<file path="src/crypto_ctrl_pkg.sv">
// Constants, register map and carrier types of the crypto session control block.
// Assumes a single 10 MHz core clock and an Avalon-MM slave with byte addresses.
package crypto_ctrl_pkg;

  // Register byte offsets
  localparam logic [7:0] OFS_DEV_STATUS    = 8'h00;
  localparam logic [7:0] OFS_FEATURES      = 8'h04;
  localparam logic [7:0] OFS_SERVICES      = 8'h08;
  localparam logic [7:0] OFS_CIPHER_ALGO_L = 8'h0C;
  localparam logic [7:0] OFS_CIPHER_ALGO_H = 8'h10;
  localparam logic [7:0] OFS_HASH_ALGO     = 8'h14;
  localparam logic [7:0] OFS_MAC_ALGO_L    = 8'h18;
  localparam logic [7:0] OFS_MAC_ALGO_H    = 8'h1C;
  localparam logic [7:0] OFS_AEAD_ALGO     = 8'h20;
  localparam logic [7:0] OFS_AKC_ALGO      = 8'h24;
  localparam logic [7:0] OFS_MAX_AUTH_KEY  = 8'h28;
  localparam logic [7:0] OFS_CONTROL       = 8'h2C;
  localparam logic [7:0] OFS_REQ_STATE     = 8'h30;
  localparam logic [7:0] OFS_FLF_LEN       = 8'h34;
  localparam logic [7:0] OFS_VLF_LEN       = 8'h38;
  localparam logic [7:0] OFS_RES_HANDLE_LO = 8'h40;
  localparam logic [7:0] OFS_RES_HANDLE_HI = 8'h44;
  localparam logic [7:0] OFS_RES_STATUS    = 8'h48;
  localparam logic [7:0] OFS_RES_PAD       = 8'h4C;
  localparam logic [7:0] OFS_REQ_BUF       = 8'h80;
  localparam int         REQ_WORDS         = 18;

  // Request buffer word positions
  localparam int W_OPCODE  = 0;
  localparam int W_ALGO    = 1;
  localparam int W_FLAG    = 2;
  localparam int W_FLF0    = 4;
  localparam int W_FLF1    = 5;
  localparam int W_FLF2    = 6;

  // Field positions
  localparam int READY_BIT       = 0;
  localparam int FEAT_REVISED    = 5;
  localparam int CTRL_GO_BIT     = 0;
  localparam int CTRL_CLR_BIT    = 1;
  localparam int STATE_BUSY_BIT  = 0;
  localparam int STATE_DONE_BIT  = 1;
  localparam int FLAG_STATELESS  = 0;
  localparam int SVC_SHIFT       = 8;

  // Offered capabilities, values after reset
  localparam logic [4:0]  SERVICES_OFFERED = 5'h1F;
  localparam logic [63:0] CIPHER_ALGO_MASK = 64'h0000_0000_0000_0006;
  localparam logic [31:0] HASH_ALGO_MASK   = 32'h0000_0006;
  localparam logic [63:0] MAC_ALGO_MASK    = 64'h0000_0000_0000_0014;
  localparam logic [31:0] AEAD_ALGO_MASK   = 32'h0000_0002;
  localparam logic [31:0] AKC_ALGO_MASK    = 32'h0000_0002;
  localparam logic [31:0] MAX_AUTH_KEY_LEN = 32'h0000_0040;
  localparam logic [5:0]  FEATURES_RESET   = 6'h00;

  // Services and operation codes
  localparam logic [7:0] SVC_CIPHER   = 8'h00;
  localparam logic [7:0] SVC_HASH     = 8'h01;
  localparam logic [7:0] SVC_MAC      = 8'h02;
  localparam logic [7:0] SVC_AEAD     = 8'h03;
  localparam logic [7:0] SVC_AKC      = 8'h04;
  localparam logic [7:0] OP_CREATE    = 8'h02;
  localparam logic [7:0] OP_DESTROY   = 8'h03;
  localparam logic [7:0] OP_AKC_CREATE  = 8'h04;
  localparam logic [7:0] OP_AKC_DESTROY = 8'h05;

  // Fixed area lengths in bytes
  localparam logic [15:0] LEGACY_FLF_LEN  = 16'h0038;
  localparam logic [15:0] SYM_FLF_LEN     = 16'h0038;
  localparam logic [15:0] HASH_FLF_LEN    = 16'h0008;
  localparam logic [15:0] MAC_FLF_LEN     = 16'h0010;
  localparam logic [15:0] AEAD_FLF_LEN    = 16'h0018;
  localparam logic [15:0] AKC_FLF_LEN     = 16'h0038;
  localparam logic [15:0] DESTROY_FLF_LEN = 16'h0008;

  // Status codes
  localparam logic [31:0] status_ok             = 32'h0000_0000;
  localparam logic [31:0] status_error          = 32'h0000_0001;
  localparam logic [31:0] status_auth_failed    = 32'h0000_0002;
  localparam logic [31:0] status_unsupported    = 32'h0000_0003;
  localparam logic [31:0] status_invalid_handle = 32'h0000_0004;
  localparam logic [31:0] status_no_free_handle = 32'h0000_0005;
  localparam logic [31:0] status_key_rejected   = 32'h0000_0006;

  // Session table
  localparam int SESSIONS = 8;
  localparam int IDX_W    = 3;

  typedef enum logic [0:0] {
    ST_IDLE = 1'b0,
    ST_EXEC = 1'b1
  } state_t;

  typedef struct packed {
    logic [63:0] handle;
    logic [31:0] status;
  } result_t;

  typedef struct packed {
    logic             alloc;
    logic             free;
    logic [IDX_W-1:0] index;
    logic [2:0]       service;
  } pool_req_t;

  typedef struct packed {
    logic                        avail;
    logic [IDX_W-1:0]            first;
    logic [SESSIONS-1:0]         valid;
    logic [SESSIONS-1:0][2:0]    owner;
  } pool_stat_t;

endpackage

</file>
<file path="src/crypto_session_control.sv">
// Control-queue interpreter: takes a staged control request, creates or
// destroys sessions and writes the result area. Registers sit behind an
// Avalon-MM slave with one wait state; the driver stages the request words
// and lengths, then writes the go bit.
`timescale 1ns/1ps
`default_nettype none
module crypto_session_control
  import crypto_ctrl_pkg::*;
(
  // Clock and reset
  input  wire logic        core_clk,
  input  wire logic        resetn,
  // Avalon-MM slave
  input  wire logic [7:0]  address,
  input  wire logic        read,
  input  wire logic        write,
  input  wire logic [31:0] writedata,
  input  wire logic [3:0]  byteenable,
  output logic [31:0]      readdata,
  output logic             waitrequest,
  // Status pins
  output logic             engine_ready,
  output logic             busy
);
  import crypto_ctrl_pkg::*;

  // Byte-lane merge for writable registers
  function automatic logic [31:0] be_merge(input logic [31:0] old_v,
                                           input logic [31:0] new_v,
                                           input logic [3:0]  be);
    logic [31:0] r;
    r = old_v;
    for (int b = 0; b < 4; b++) begin
      if (be[b]) begin
        r[8*b +: 8] = new_v[8*b +: 8];
      end
    end
    return r;
  endfunction

  // Is an algorithm id offered by a 64-bit mask
  function automatic logic algo_offered(input logic [63:0] mask,
                                        input logic [31:0] id);
    logic hit;
    hit = 1'b0;
    if (id < 32'h0000_0040) begin
      hit = mask[id[5:0]];
    end
    return hit;
  endfunction

  // Bus handshake state
  logic        ack;
  logic        next_ack;
  logic [31:0] next_readdata;
  logic        wr_acc;
  logic        buf_hit;
  logic [4:0]  buf_idx;

  // Software-visible state
  logic [5:0]  features;
  logic [5:0]  next_features;
  logic [15:0] flf_len;
  logic [15:0] next_flf_len;
  logic [15:0] vlf_len;
  logic [15:0] next_vlf_len;
  logic [31:0] req_buf      [REQ_WORDS];
  logic [31:0] next_req_buf [REQ_WORDS];
  logic        done;
  logic        next_done;
  logic        go;
  logic        next_engine_ready;

  // Interpreter state
  state_t      state;
  state_t      next_state;
  result_t     result;
  result_t     next_result;
  pool_req_t   pool_req;
  pool_stat_t  pool_stat;

  // Decode helpers
  logic [31:0] opcode;
  logic [7:0]  svc;
  logic [7:0]  op;
  logic        is_create;
  logic        is_destroy;
  logic [15:0] want_flf;
  logic        algo_ok;
  logic [63:0] dest_handle;
  logic [IDX_W-1:0] dest_idx;
  logic        dest_ok;

  // One wait state: the first cycle of a request is held off
  assign waitrequest = (read | write) & ~ack;
  assign wr_acc      = write & ack;
  assign buf_hit     = (address >= OFS_REQ_BUF) &&
                       (address < 8'(OFS_REQ_BUF + 8'(4 * REQ_WORDS)));
  assign buf_idx     = 5'((address - OFS_REQ_BUF) >> 2);
  assign busy        = (state == ST_EXEC);

  // Handshake and read mux; unmapped addresses read as zero
  always_comb begin
    next_ack      = (read | write) & ~ack;
    next_readdata = readdata;
    if (read && !ack) begin
      next_readdata = 32'h0000_0000;
      case (address)
        OFS_DEV_STATUS:    next_readdata[READY_BIT] = engine_ready;
        OFS_FEATURES:      next_readdata = {26'h0, features};
        OFS_SERVICES:      next_readdata = {27'h0, SERVICES_OFFERED};
        OFS_CIPHER_ALGO_L: next_readdata = CIPHER_ALGO_MASK[31:0];
        OFS_CIPHER_ALGO_H: next_readdata = CIPHER_ALGO_MASK[63:32];
        OFS_HASH_ALGO:     next_readdata = HASH_ALGO_MASK;
        OFS_MAC_ALGO_L:    next_readdata = MAC_ALGO_MASK[31:0];
        OFS_MAC_ALGO_H:    next_readdata = MAC_ALGO_MASK[63:32];
        OFS_AEAD_ALGO:     next_readdata = AEAD_ALGO_MASK;
        OFS_AKC_ALGO:      next_readdata = AKC_ALGO_MASK;
        OFS_MAX_AUTH_KEY:  next_readdata = MAX_AUTH_KEY_LEN;
        OFS_REQ_STATE: begin
          next_readdata[STATE_BUSY_BIT] = busy;
          next_readdata[STATE_DONE_BIT] = done;
        end
        OFS_FLF_LEN:       next_readdata = {16'h0, flf_len};
        OFS_VLF_LEN:       next_readdata = {16'h0, vlf_len};
        OFS_RES_HANDLE_LO: next_readdata = result.handle[31:0];
        OFS_RES_HANDLE_HI: next_readdata = result.handle[63:32];
        OFS_RES_STATUS:    next_readdata = result.status;
        default: begin
          if (buf_hit) begin
            next_readdata = req_buf[buf_idx];
          end
        end
      endcase
    end
  end

  always_ff @(posedge core_clk or negedge resetn) begin
    if (!resetn) begin
      ack      <= 1'b0;
      readdata <= 32'h0000_0000;
    end else begin
      ack      <= next_ack;
      readdata <= next_readdata;
    end
  end

  // Register writes; staging is frozen while a request executes
  always_comb begin
    next_features     = features;
    next_flf_len      = flf_len;
    next_vlf_len      = vlf_len;
    next_req_buf      = req_buf;
    next_done         = done;
    next_engine_ready = 1'b1;
    go                = 1'b0;
    if (wr_acc && !busy) begin
      case (address)
        OFS_FEATURES: begin
          next_features = 6'(be_merge({26'h0, features}, writedata, byteenable));
        end
        OFS_FLF_LEN: begin
          next_flf_len = 16'(be_merge({16'h0, flf_len}, writedata, byteenable));
        end
        OFS_VLF_LEN: begin
          next_vlf_len = 16'(be_merge({16'h0, vlf_len}, writedata, byteenable));
        end
        OFS_CONTROL: begin
          // Go is ignored until the engine reports ready
          go = byteenable[0] & writedata[CTRL_GO_BIT] & engine_ready;
          if (byteenable[0] && writedata[CTRL_CLR_BIT]) begin
            next_done = 1'b0;
          end
        end
        default: begin
          if (buf_hit) begin
            next_req_buf[buf_idx] = be_merge(req_buf[buf_idx], writedata, byteenable);
          end
        end
      endcase
    end
    // Completion beats a clear in the same cycle
    if (state == ST_EXEC) begin
      next_done = 1'b1;
    end
  end

  always_ff @(posedge core_clk or negedge resetn) begin
    if (!resetn) begin
      features     <= FEATURES_RESET;
      flf_len      <= 16'h0000;
      vlf_len      <= 16'h0000;
      done         <= 1'b0;
      engine_ready <= 1'b0;
      for (int i = 0; i < REQ_WORDS; i++) begin
        req_buf[i] <= 32'h0000_0000;
      end
    end else begin
      features     <= next_features;
      flf_len      <= next_flf_len;
      vlf_len      <= next_vlf_len;
      done         <= next_done;
      engine_ready <= next_engine_ready;
      req_buf      <= next_req_buf;
    end
  end

  // Header decode
  always_comb begin
    opcode     = req_buf[W_OPCODE];
    svc        = opcode[SVC_SHIFT +: 8];
    op         = opcode[7:0];
    is_create  = 1'b0;
    is_destroy = 1'b0;
    if (opcode[31:16] == 16'h0000 && svc <= SVC_AKC &&
        SERVICES_OFFERED[svc[2:0]]) begin
      if (svc == SVC_AKC) begin
        is_create  = (op == OP_AKC_CREATE);
        is_destroy = (op == OP_AKC_DESTROY);
      end else begin
        is_create  = (op == OP_CREATE);
        is_destroy = (op == OP_DESTROY);
      end
    end
  end

  // Expected fixed area length and algorithm check
  always_comb begin
    want_flf = DESTROY_FLF_LEN;
    algo_ok  = 1'b0;
    if (is_create) begin
      case (svc)
        SVC_HASH: begin
          want_flf = HASH_FLF_LEN;
          algo_ok  = algo_offered({32'h0, HASH_ALGO_MASK}, req_buf[W_FLF0]);
        end
        SVC_MAC: begin
          want_flf = MAC_FLF_LEN;
          algo_ok  = algo_offered(MAC_ALGO_MASK, req_buf[W_FLF0]);
        end
        SVC_AEAD: begin
          want_flf = AEAD_FLF_LEN;
          algo_ok  = algo_offered({32'h0, AEAD_ALGO_MASK}, req_buf[W_ALGO]);
        end
        SVC_AKC: begin
          want_flf = AKC_FLF_LEN;
          algo_ok  = algo_offered({32'h0, AKC_ALGO_MASK}, req_buf[W_ALGO]);
        end
        default: begin
          want_flf = SYM_FLF_LEN;
          algo_ok  = algo_offered(CIPHER_ALGO_MASK, req_buf[W_ALGO]);
        end
      endcase
    end
    // Legacy layout pads every fixed area out to the same size
    if (!features[FEAT_REVISED]) begin
      want_flf = LEGACY_FLF_LEN;
    end
  end

  // Destroy handle lookup: handles are slot index plus one
  always_comb begin
    dest_handle = {req_buf[W_FLF1], req_buf[W_FLF0]};
    dest_idx    = IDX_W'(dest_handle[IDX_W-1:0] - 1'b1);
    dest_ok     = (dest_handle != 64'h0) &&
                  (dest_handle <= 64'(SESSIONS)) &&
                  pool_stat.valid[dest_idx] &&
                  (pool_stat.owner[dest_idx] == svc[2:0]);
  end

  // Interpreter: one cycle to judge the request and write the result
  always_comb begin
    next_state  = state;
    next_result = result;
    pool_req    = '0;
    case (state)
      ST_IDLE: begin
        if (go) begin
          next_state = ST_EXEC;
        end
      end
      ST_EXEC: begin
        next_state         = ST_IDLE;
        next_result.handle = 64'h0;
        // Control requests never report auth or signature failures
        next_result.status = status_ok;
        if (!is_create && !is_destroy) begin
          next_result.status = status_unsupported;
        end else if (req_buf[W_FLAG][FLAG_STATELESS]) begin
          if (!features[FEAT_REVISED] || !features[svc[2:0]]) begin
            next_result.status = status_unsupported;
          end else begin
            // Parameters travel in the request; no table slot is held
            next_result.status = status_ok;
          end
        end else if (flf_len != want_flf) begin
          next_result.status = status_error;
        end else if (is_destroy) begin
          if (vlf_len != 16'h0000) begin
            next_result.status = status_error;
          end else if (!dest_ok) begin
            next_result.status = status_invalid_handle;
          end else begin
            pool_req.free  = 1'b1;
            pool_req.index = dest_idx;
          end
          // Destroy answers with a single status byte
          next_result.status[31:8] = 24'h0;
        end else if (!algo_ok) begin
          next_result.status = status_unsupported;
        end else if (svc == SVC_HASH && vlf_len != 16'h0000) begin
          next_result.status = status_error;
        end else if (svc == SVC_MAC &&
                     (req_buf[W_FLF2] > MAX_AUTH_KEY_LEN ||
                      {16'h0, vlf_len} != req_buf[W_FLF2])) begin
          next_result.status = status_error;
        end else if (!pool_stat.avail) begin
          // Without the revised layout a full table is a plain failure
          next_result.status = features[FEAT_REVISED] ?
                               status_no_free_handle : status_error;
        end else begin
          pool_req.alloc     = 1'b1;
          pool_req.index     = pool_stat.first;
          pool_req.service   = svc[2:0];
          next_result.handle = 64'(pool_stat.first) + 64'h1;
        end
      end
      default: begin
        next_state = ST_IDLE;
      end
    endcase
  end

  always_ff @(posedge core_clk or negedge resetn) begin
    if (!resetn) begin
      state  <= ST_IDLE;
      result <= '0;
    end else begin
      state  <= next_state;
      result <= next_result;
    end
  end

  // Session table
  session_pool u_pool (
    .core_clk (core_clk),
    .resetn   (resetn),
    .req      (pool_req),
    .stat     (pool_stat)
  );

endmodule // crypto_session_control
`default_nettype wire

</file>
<file path="src/session_pool.sv">
// Session table: a valid bit and owning service for each handle slot.
// Assumes at most one allocate or free request per cycle from the interpreter.
`timescale 1ns/1ps
`default_nettype none
module session_pool
  import crypto_ctrl_pkg::*;
(
  // Clock and reset
  input  wire logic                  core_clk,
  input  wire logic                  resetn,
  // Request and state
  input  wire crypto_ctrl_pkg::pool_req_t  req,
  output crypto_ctrl_pkg::pool_stat_t      stat
);
  import crypto_ctrl_pkg::*;

  logic [SESSIONS-1:0]      valid;
  logic [SESSIONS-1:0]      next_valid;
  logic [SESSIONS-1:0][2:0] owner;
  logic [SESSIONS-1:0][2:0] next_owner;

  // Allocate the requested slot or release one
  always_comb begin
    next_valid = valid;
    next_owner = owner;
    if (req.alloc) begin
      next_valid[req.index] = 1'b1;
      next_owner[req.index] = req.service;
    end else if (req.free) begin
      next_valid[req.index] = 1'b0;
    end
  end

  always_ff @(posedge core_clk or negedge resetn) begin
    if (!resetn) begin
      valid <= '0;
      owner <= '0;
    end else begin
      valid <= next_valid;
      owner <= next_owner;
    end
  end

  // Lowest free slot, searched downward so the lowest index wins
  always_comb begin
    stat.avail = ~&valid;
    stat.first = '0;
    for (int i = SESSIONS - 1; i >= 0; i--) begin
      if (!valid[i]) begin
        stat.first = IDX_W'(i);
      end
    end
    stat.valid = valid;
    stat.owner = owner;
  end

endmodule // session_pool
`default_nettype wire

</file>
<file path="config.mk">
export PLATFORM = sky130hd
export DESIGN_NAME = crypto_session_control
export DESIGN_NICKNAME = d
export VERILOG_FILES = /design/src/crypto_ctrl_pkg.sv /design/src/crypto_session_control.sv /design/src/session_pool.sv
export SDC_FILE = /design/constraint.sdc
export NUM_CORES = 1
export LEC_CHECK = 0
export ABC_CLOCK_PERIOD_IN_PS = 11700
export BUFFER_PORTS_ARGS = -buffer_cell sky130_fd_sc_hd__buf_4
export CAP_MARGIN = 5
export CORE_MARGIN = 5
export CORE_UTILIZATION = 68
export DETAILED_ROUTE_END_ITERATION = 10
export PLACE_DENSITY = 0.84
export SYNTH_ARGS = -nofsm -noshare
export SYNTH_HDL_FRONTEND = slang
export SYNTH_SLANG_ARGS = --single-unit
</file>
<file path="constraint.sdc">
create_clock -name core_clk -period 11.7 [get_ports core_clk]
set_clock_uncertainty 0.1 [all_clocks]
set_input_delay 2.925 -clock core_clk [delete_from_list [all_inputs] [get_ports core_clk]]
set_output_delay 2.925 -clock core_clk [all_outputs]
set_load 0.03 [all_outputs]
</file>
==> flow_summary.toml, run 1 <==
[worst_setup_path]
critPathMaxFanout = 63
setup.worst_path.start_class = "primary input"
r2r_slack_ns = 6.70
crit_arrival_ns = 6.98
crit_path_start = "address[3]"
worstReg2RegStart = "dest_handle[0]$_DFFE_PN0P_"
worstSetupPathType = "in2reg"
r2r-end = "u_pool.stat[15]$_DFFE_PN0P_"
cp-end-kind = "flop"
required_ns = 12.09
rr_worst_depth = 10

[yosys]
yosysMostFrequentCell = "dfrtp_1"
synth-xor-area-share_pct = 0.538
synth_edf_count = 0
synthSimpleGateAreaFrac_pct = 5.19
yosys.area.top_type = "dfrtp_1"
synthTopCellsByCount = "dfrtp_1 (689), mux2_2 (651), mux4_2 (158)"
synth_cells = 2280
yosysUniqueCellTypes = 73
netlist_area_sq_um = 32600
syn_avg_cell_area_sq_um = 14.3
ys_seq_area_share_pct = 52.9
yosys_warnings = 0
ys_async_sr_fraction_pct = 100
ys_ff_latch = 689
synth_nets = 2333
synth_mux_area_share_pct = 34.3
synth-adder-area-share_pct = 0.192
synth_area_leaders = "dfrtp_1 (53%), mux2_2 (23%), mux4_2 (11%)"
synth_top_area_share_pct = 52.9
synthFlopType = "dfrtp_1"
synth_top_family_by_area = "multiplexers"
synth_compound_area_share_pct = 4.28

[finish]
nets = 2361
final_cell_area_sq_um = 36200
area_growth_pct = 11.2
drive_above_1_share_pct = 46.4
final_core_util_pct = 76.2

[floorplan]
fp.dieArea_sq_um = 52400
initial_utilization_pct = 68.5
io_pins = 83
die_y_um = 229
die_x_um = 229
num_rows = 80
fp.coreArea_sq_um = 47500

[clock_tree]
cts_root_buffer = "clkbuf_16"
clock_path_buffers = 3
cts_resized = 0
post_cts.repair.setup_buffers = 0
clk_pin_slew_ns = 0.06
clkLatencyLatePin_ns = 0.63
cts_tree = "built"
h-tree-depth = 3
cts_buffers = 72
clock-sinks = 689
cts_hold_buf = 0

[detailed_routing]
drc = 0
viasPerCell = 7.15
wl_per_cell_um = 30.3
drt_wl_total_um = 90100
vias = 21300
drt_iter0_drc = 2443
first_pass_iters = 5
ant_nets = 0

[global_route]
grt_pass1_wl_um = 141000
grt.total_usage_pct = 35.0
grt_start_max_net_pins = 153
grt-ovfl-total = 0
first_global_vias = 22700
grt_antenna_before_repair = 2

[place]
placed_cell_area_sq_um = 33800
dpl.hpwl_um = 55700
port_buffers = 82
gp_congestion = 0.920

[power]
ir_drop_v = 0.000119
p_leak_nw = 17.2
power_density_nw_per_um2 = 147

[timing]
holdWs_ns = 0.386
report.final.hold_viol_count = 0
slew_headroom_pct = 7.03
finalCriticalPeriod_ns = 6.59
worst_pin_slew_ns = 1.39
timing.final.crit_share_pct = 56.3
grt_setup_unrepaired = "no"
setup_violations = 0
setup_tns_ns = 0
drv_slew = 0
max_freq_mhz = 152

[worst_hold_path]
hp-start = "readdata[27]$_DFFE_PN0P_"
worstHoldEndpoint = "readdata[27]$_DFFE_PN0P_"
min_path_cells = 2
hp-class = "reg2reg"

[run_status]
status = "finished, final reports clean"

[run]
cap_violations = 0
-- placed cells by master, fill, tap and decap left out, drive strengths merged, types with 4 or more instances in the layout --
cell type,synthesis,final
dfrtp,689,689
mux2,657,657
mux4,158,158
buf,38,127
clkbuf,136,107
nand2,79,79
nor2,62,62
o21ai,56,56
nor4,42,42
inv,35,35
a22oi,34,34
a21oi,31,31
nor3,24,24
nand2b,22,22
mux2i,22,22
nand4,21,21
xnor2,16,16
a22o,13,13
clkinv,0,13
a221oi,12,12
nand3,11,11
and3,10,10
nor2b,9,9
o21a,9,9
o211ai,6,6
bufinv,0,6
or3,5,5
or2,5,5
ha,5,5
nor4b,5,5
o31ai,4,4
xor2,4,4
nand4b,4,4
or4,4,4
a2111oi,4,4
-- power by group --
part	switching [mW]	leakage [nW]	internal, mW	total (mW)
clock network	0.950	1.20	1.41	2.36
registers	0.0554	9.54	2.45	2.51
logic	0.275	6.51	0.166	0.440
-- worst max-delay path by stage --
stage / end / slack [ns] / cells after the start
after detailed placement: req_buf[180]$_DFFE_PN0P_ / 4.51 / 9
after floorplan: waitrequest / 5.30 / 2
after global placement: req_buf[311]$_DFFE_PN0P_ / 4.17 / 8
final: req_buf[242]$_DFFE_PN0P_ / 5.11 / 9
after CTS: req_buf[308]$_DFFE_PN0P_ / 4.91 / 9
after global routing: req_buf[464]$_DFFE_PN0P_ / 4.91 / 9
-- flip-flops by register name, indices dropped and copies added, names as in the netlist, 6 cells and up, named ones only --
name,flops
req_buf,480
dest_handle,64
opcode,32
readdata,32
u_pool.stat,24
flf_len,16
vlf_len,16
result,7
features,6
-- routing by layer --
layer  up-vias  wire length, um  global-route usage [%]
li1       8596                -                       -
met1     11300            35300                    48.7
met2      1122            42600                    54.1
met3       239             8550                    8.97
met4         2             3620                    13.6
met5         -               11                       0
-- stage by stage --
step                      setup slack [ns]  total power [mW]  std cells
after floorplan                       5.30              2.78       2280
after global placement                4.17              2.96       2847
after detailed placement              4.51              2.98       2848
after CTS                             4.91              5.33       2975
after global routing                  4.91              5.47       2976
final                                 5.11              5.31       2977
-- area by class of cell --
| class | count | area [sq um] |
|---|---|---|
| clock buffers | 106 | 2150 |
| fillers | 2738 | 11300 |
| flip-flops and latches | 689 | 17200 |
| clock inverters | 21 | 287 |
| diodes | 1 | 2.50 |
| repair buffers | 128 | 1010 |
| well taps | 615 | 769 |
| inverters | 35 | 131 |
| multi-input cells | 1382 | 14600 |
-- worst max-delay path, stage by stage --
cell      delay, ns
buf_6          0.53
buf_4          0.67
buf_4          0.69
mux4_2         0.61
mux4_2         0.47
nand2b_1       0.09
nand2_1        0.10
mux2_2         0.42
mux2_2         0.32
-- cell families after synthesis --
| group | count (synthesis) |
|---|---|
| xor+xnor | 20 |
| fa+ha+maj | 5 |
| compound gates | 203 |
| other cells | 1 |
| simple gates | 316 |
| flops | 689 |
| mux | 837 |
| buf+inv | 209 |
Note: power is estimated with default switching activity, not from simulation.
==> run 2: changes to the inputs <==
ABC_CLOCK_PERIOD_IN_PS = 6300   (was 11700)
CORE_UTILIZATION = 63   (was 68)
PLACE_DENSITY = 0.78   (was 0.84)
clock period = 6.3 ns   (was 11.7 ns; I/O delays follow)
==> run 2 against run 1 <==
Net effect:
- via count fell by 1.4%
- final cell count rose by 2.5%
- die area rose by 7.6%
- utilization fell by 5.1 points
- sequential cell count did not move
==> flow_summary.toml, run 2 (synthesis results as in run 1) <==
[run_status]
status = "finished, final reports clean"

[finish]
top_regs = "req_buf: 480 flops, dest_handle: 64 flops"
largest_register_ff_count = 480
final_cell_area_sq_um = 36500
nets = 2372
antenna_cells = 0
final_common_cell = "dfrtp_1"
final_core_util_pct = 71.1
drive_above_1_share_pct = 46.5
final_cell_mix = "dfrtp_1 (689), mux2_2 (651), mux4_2 (158), buf_4 (124)"
area_growth_pct = 12.0
n_fill_cell = 3355
top_register = "req_buf"

[worst_setup_path]
r2r-end = "u_pool.stat[17]$_DFFE_PN0P_"
worstSetupPathType = "reg2reg"
required_ns = 6.68
crit_arrival_ns = 5.27
setup.worst_path.start_class = "flop"
cp-end-kind = "flop"
critPathMaxFanout = 11
worstReg2RegStart = "dest_handle[0]$_DFFE_PN0P_"
rr_worst_depth = 10
crit_path_start = "dest_handle[0]$_DFFE_PN0P_"
r2r_slack_ns = 1.41

[floorplan]
num_rows = 83
fp.coreArea_sq_um = 51300
io_pins = 83
fp.dieArea_sq_um = 56300
die_x_um = 237
die_y_um = 237
initial_utilization_pct = 63.5

[clock_tree]
post_cts.repair.setup_buffers = 0
cts_hold_buf = 0
h-tree-depth = 3
clkLatencyLatePin_ns = 0.62
clock_path_buffers = 3
cts_resized = 0
clk_pin_slew_ns = 0.06
clock-sinks = 689
cts_root_buffer = "clkbuf_16"
cts_tree = "built"
cts_buffers = 73

[power]
seq_power_share_pct = 47.5
internal_power_mw = 7.47
power_density_nw_per_um2 = 269
clock_power_share_pct = 44.2
p_total_mw = 9.82
ir_drop_v = 0.000228
pwr-share-comb_pct = 8.3
p_leak_nw = 17.3
p_sw_share_pct = 24.0
power.switching_mw = 2.35

[place]
port_buffers = 82
gp_congestion = 0.909
dpl.hpwl_um = 55800
placed_cell_area_sq_um = 34100

[global_route]
first_global_vias = 21600
grt_pass1_wl_um = 137000
grt-ovfl-total = 0
grt.total_usage_pct = 31.7
grt_start_max_net_pins = 170
grt_antenna_before_repair = 2

[timing]
setup_violations = 0
setup_tns_ns = 0
drv_slew = 0
holdWs_ns = 0.377
max_freq_mhz = 205
slew_headroom_pct = 24.6
report.final.hold_viol_count = 0
grt_setup_unrepaired = "no"
finalCriticalPeriod_ns = 4.89
worst_pin_slew_ns = 1.13
timing.final.crit_share_pct = 77.6

[worst_hold_path]
hp-start = "readdata[0]$_DFFE_PN0P_"
worstHoldEndpoint = "readdata[0]$_DFFE_PN0P_"
hp-class = "reg2reg"
min_path_cells = 2

[detailed_routing]
viasPerCell = 6.88
ant_nets = 0
drc = 0
vias = 21000
wl_per_cell_um = 29.2
drt_wl_total_um = 89100
drt_iter0_drc = 1929
first_pass_iters = 6

[run]
cap_violations = 0
run 2: cell count changes in the layout (fill, tap and decap cells not counted), sizes merged:
| cell | previous run | this run |
|---|---|---|
| clkbuf | 107 | 108 |
| clkinv | 13 | 12 |
| diode | 1 | 0 |
| clkinvlp | 2 | 1 |
| inv | 35 | 36 |
| buf | 127 | 137 |
| bufinv | 6 | 5 |
run 2: power by group through the flow:
stage          Clock [mW]  Sequential, mW  Combinational (mW)
2_1_floorplan           0            4.73               0.443
3_3_place_gp            0            4.73               0.797
3_5_place_dp            0            4.74               0.815
4_1_cts              4.38            4.66               0.819
5_1_grt              4.57            4.67               0.880
6_report             4.34            4.66               0.820
run 2: worst max path at each step:
stage,endpoint,slack [ns],depth (start not counted)
finish,u_pool.stat[17]$_DFFE_PN0P_,1.41,10
detailed placement,req_buf[367]$_DFFE_PN0P_,1.23,8
global placement,req_buf[495]$_DFFE_PN0P_,1.24,8
floorplan,req_buf[13]$_DFFE_PN0P_,1.60,10
global route,u_pool.stat[17]$_DFFE_PN0P_,1.26,10
CTS,u_pool.stat[17]$_DFFE_PN0P_,1.47,10
run 2: layer usage:
layer,vias up,global-route usage (%),routed length (um)
li1,8623,-,-
met1,11200,45.5,36500
met2,963,48.9,41600
met3,208,7.05,7720
met4,2,11.0,3260
met5,-,0,13
run 2: worst max-delay path, stage by stage, from the launching register on:
cell and delay, ns:
dfrtp_1 0.38, inv_1 0.32, ha_1 0.27, xor2_1 0.82
mux4_2 0.44, and3_1 0.19, o21ai_0 0.57, a211oi_1 0.25
a21oi_1 0.55, or3b_1 0.51, mux2_1 0.36
run 2: stage by stage:
stage,cells,setup WS (ns)
final,3050,1.41
after global routing,3050,1.26
after CTS,3050,1.47
after detailed placement,2924,1.23
after global placement,2924,1.24
after floorplan,2280,1.60
run 2: layout make-up:
class,instances,area [sq um],area share [%]
clock inverter,19,238,0.652
multi-input combinational,1382,14600,40.1
clock buffer,107,2180,5.97
sequential,689,17200,47.3
inverter,35,131,0.360
timing repair buffer,138,1190,3.27
tap,680,851,2.33
==> run 3: changes to the inputs <==
ABC_CLOCK_PERIOD_IN_PS = 4100   (was 6300)
CORE_UTILIZATION = 57   (was 63)
PLACE_DENSITY = 0.75   (was 0.78)
clock period = 4.1 ns   (was 6.3 ns; I/O delays follow)
==> run 3 against run 2 <==
Net effect:
- clock-buffer cell count shrank 2
- final cell count grew 6.1%
- final area grew 3.2%
- combinational power grew 66%
- die area grew 10%
- register-to-register slack lost 1.2 ns
- largest cell class unchanged
- largest power group unchanged
- highest routed layer unchanged
==> flow_summary.toml, run 3 (synthesis results as in run 1) <==
[floorplan]
fp.dieArea_sq_um = 62000
die_y_um = 249
initial_utilization_pct = 57.7
fp.coreArea_sq_um = 56500
io_pins = 83
die_x_um = 249
num_rows = 87

[finish]
final_cell_mix = "dfrtp_1 (689), mux2_2 (651), buf_4 (213), mux4_2 (158), nand2_1 (76)"
top_register = "req_buf"
final_common_cell = "dfrtp_1"
drive_above_1_share_pct = 49.1
largest_register_ff_count = 480
final_core_util_pct = 66.6
nets = 2476
n_fill_cell = 3889
area_growth_pct = 15.6
top_regs = "req_buf: 480 flops, dest_handle: 64 flops"

[worst_setup_path]
crit_arrival_ns = 4.31
setup.worst_path.start_class = "flop"
critPathMaxFanout = 4
r2r_slack_ns = 0.18
required_ns = 4.49
worstSetupPathType = "reg2reg"
cp-end-kind = "flop"

[power]
p_total_mw = 15.3
p_leak_nw = 17.9
power_density_nw_per_um2 = 408
ir_drop_v = 0.000308

[timing]
finalCriticalPeriod_ns = 3.92
setup_violations = 0
finalWorstSetupSlack_ns = 0.178
slew_headroom_pct = 19.5
worst_pin_slew_ns = 1.17
max_freq_mhz = 255
grt_setup_unrepaired = "no"
report.final.hold_viol_count = 0
timing.final.crit_share_pct = 95.7
drv_slew = 0

[detailed_routing]
vias = 21400
first_pass_iters = 5
drt_iter0_drc = 1849
wl_per_cell_um = 28.6
drt_wl_total_um = 92600
ant_nets = 0
viasPerCell = 6.62
drc = 0

[clock_tree]
clock-sinks = 689
post_cts.repair.setup_buffers = 0
cts_tree = "built"
cts_hold_buf = 0
cts_buffers = 73
h-tree-depth = 3
clock_path_buffers = 3
cts_root_buffer = "clkbuf_16"
clkLatencyLatePin_ns = 0.62
clk_pin_slew_ns = 0.06

[global_route]
first_global_vias = 22800
grt_pass1_wl_um = 143000
grt-ovfl-total = 0
grt.total_usage_pct = 29.8
grt_start_max_net_pins = 95
grt_antenna_before_repair = 2

[place]
dpl.hpwl_um = 60600
gp_congestion = 0.946
port_buffers = 82
dp_slack_ns = -0.0713

[worst_hold_path]
hp-class = "in2async"

[run_status]
status = "finished, final reports clean"

[run]
cap_violations = 0
-- run 3: area by class of cell --
type	count	area (sq um)	area share, %
well taps	756	946	2.51
diodes	1	2.50	0.00665
clock buffers	105	2170	5.76
multi-input cells	1382	14700	39.0
inverters	35	131	0.349
clock inverters	25	327	0.868
repair buffers	242	2160	5.74
flip-flops and latches	689	17200	45.8
-- run 3: stage by stage --
stage	setup TNS, ns	instance area, sq um	hold WS (ns)	cells
final	0	37600	0.312	3235
after global routing	0	37600	0.374	3234
after CTS	0	37600	0.350	3233
after detailed placement	-1.29	35100	0.382	3103
after global placement	-0.768	35100	0.375	3103
after floorplan	0	32600	0.359	2280
-- run 3: timing repair --
item	in CTS	in global routing
setup endpoints to repair	0	15
hold endpoints to repair	0	0
resized for setup	0	5
-- run 3: critical path: stages, from the launching register on --
cell       delay [ns]
dfrtp_1          0.40
nor4_1           0.48
nand4_1          0.36
nor4_1           0.61
buf_4            0.20
o2111ai_1        0.21
a2111oi_4        0.40
a32oi_1          0.16
or3b_1           0.52
mux2_1           0.35
-- run 3: worst paths after layout --
check | from | to | depth (start not counted)
setup / recovery | dest_handle[25]$_DFFE_PN0P_ | u_pool.stat[17]$_DFFE_PN0P_ | 9
max in group asynchronous | resetn | req_buf[285]$_DFFE_PN0P_ | 2
setup reg to reg | dest_handle[25]$_DFFE_PN0P_ | u_pool.stat[17]$_DFFE_PN0P_ | 9
hold / removal | resetn | vlf_len[13]$_DFFE_PN0P_ | 1
hold reg to reg | readdata[4]$_DFFE_PN0P_ | readdata[4]$_DFFE_PN0P_ | 1
min in group core_clk | readdata[4]$_DFFE_PN0P_ | readdata[4]$_DFFE_PN0P_ | 1
-- run 3: per-layer routing --
layer  share of wire (%)  up-vias  wire length [um]  track usage [%]
li1                    -     8838                 -                -
met1                  41    11400             38200             42.0
met2                  47      969             43800             47.1
met3                 8.2      191              7580             6.10
met4                 3.3        2              3050             10.1
met5               0.014        -                13                0
-- run 3: power by group --
| group | switching [mW] | internal [mW] | total, mW |
|---|---|---|---|
| combinational | 0.811 | 0.550 | 1.36 |
| sequential | 0.147 | 7.00 | 7.15 |
| clock | 2.76 | 4.08 | 6.84 |
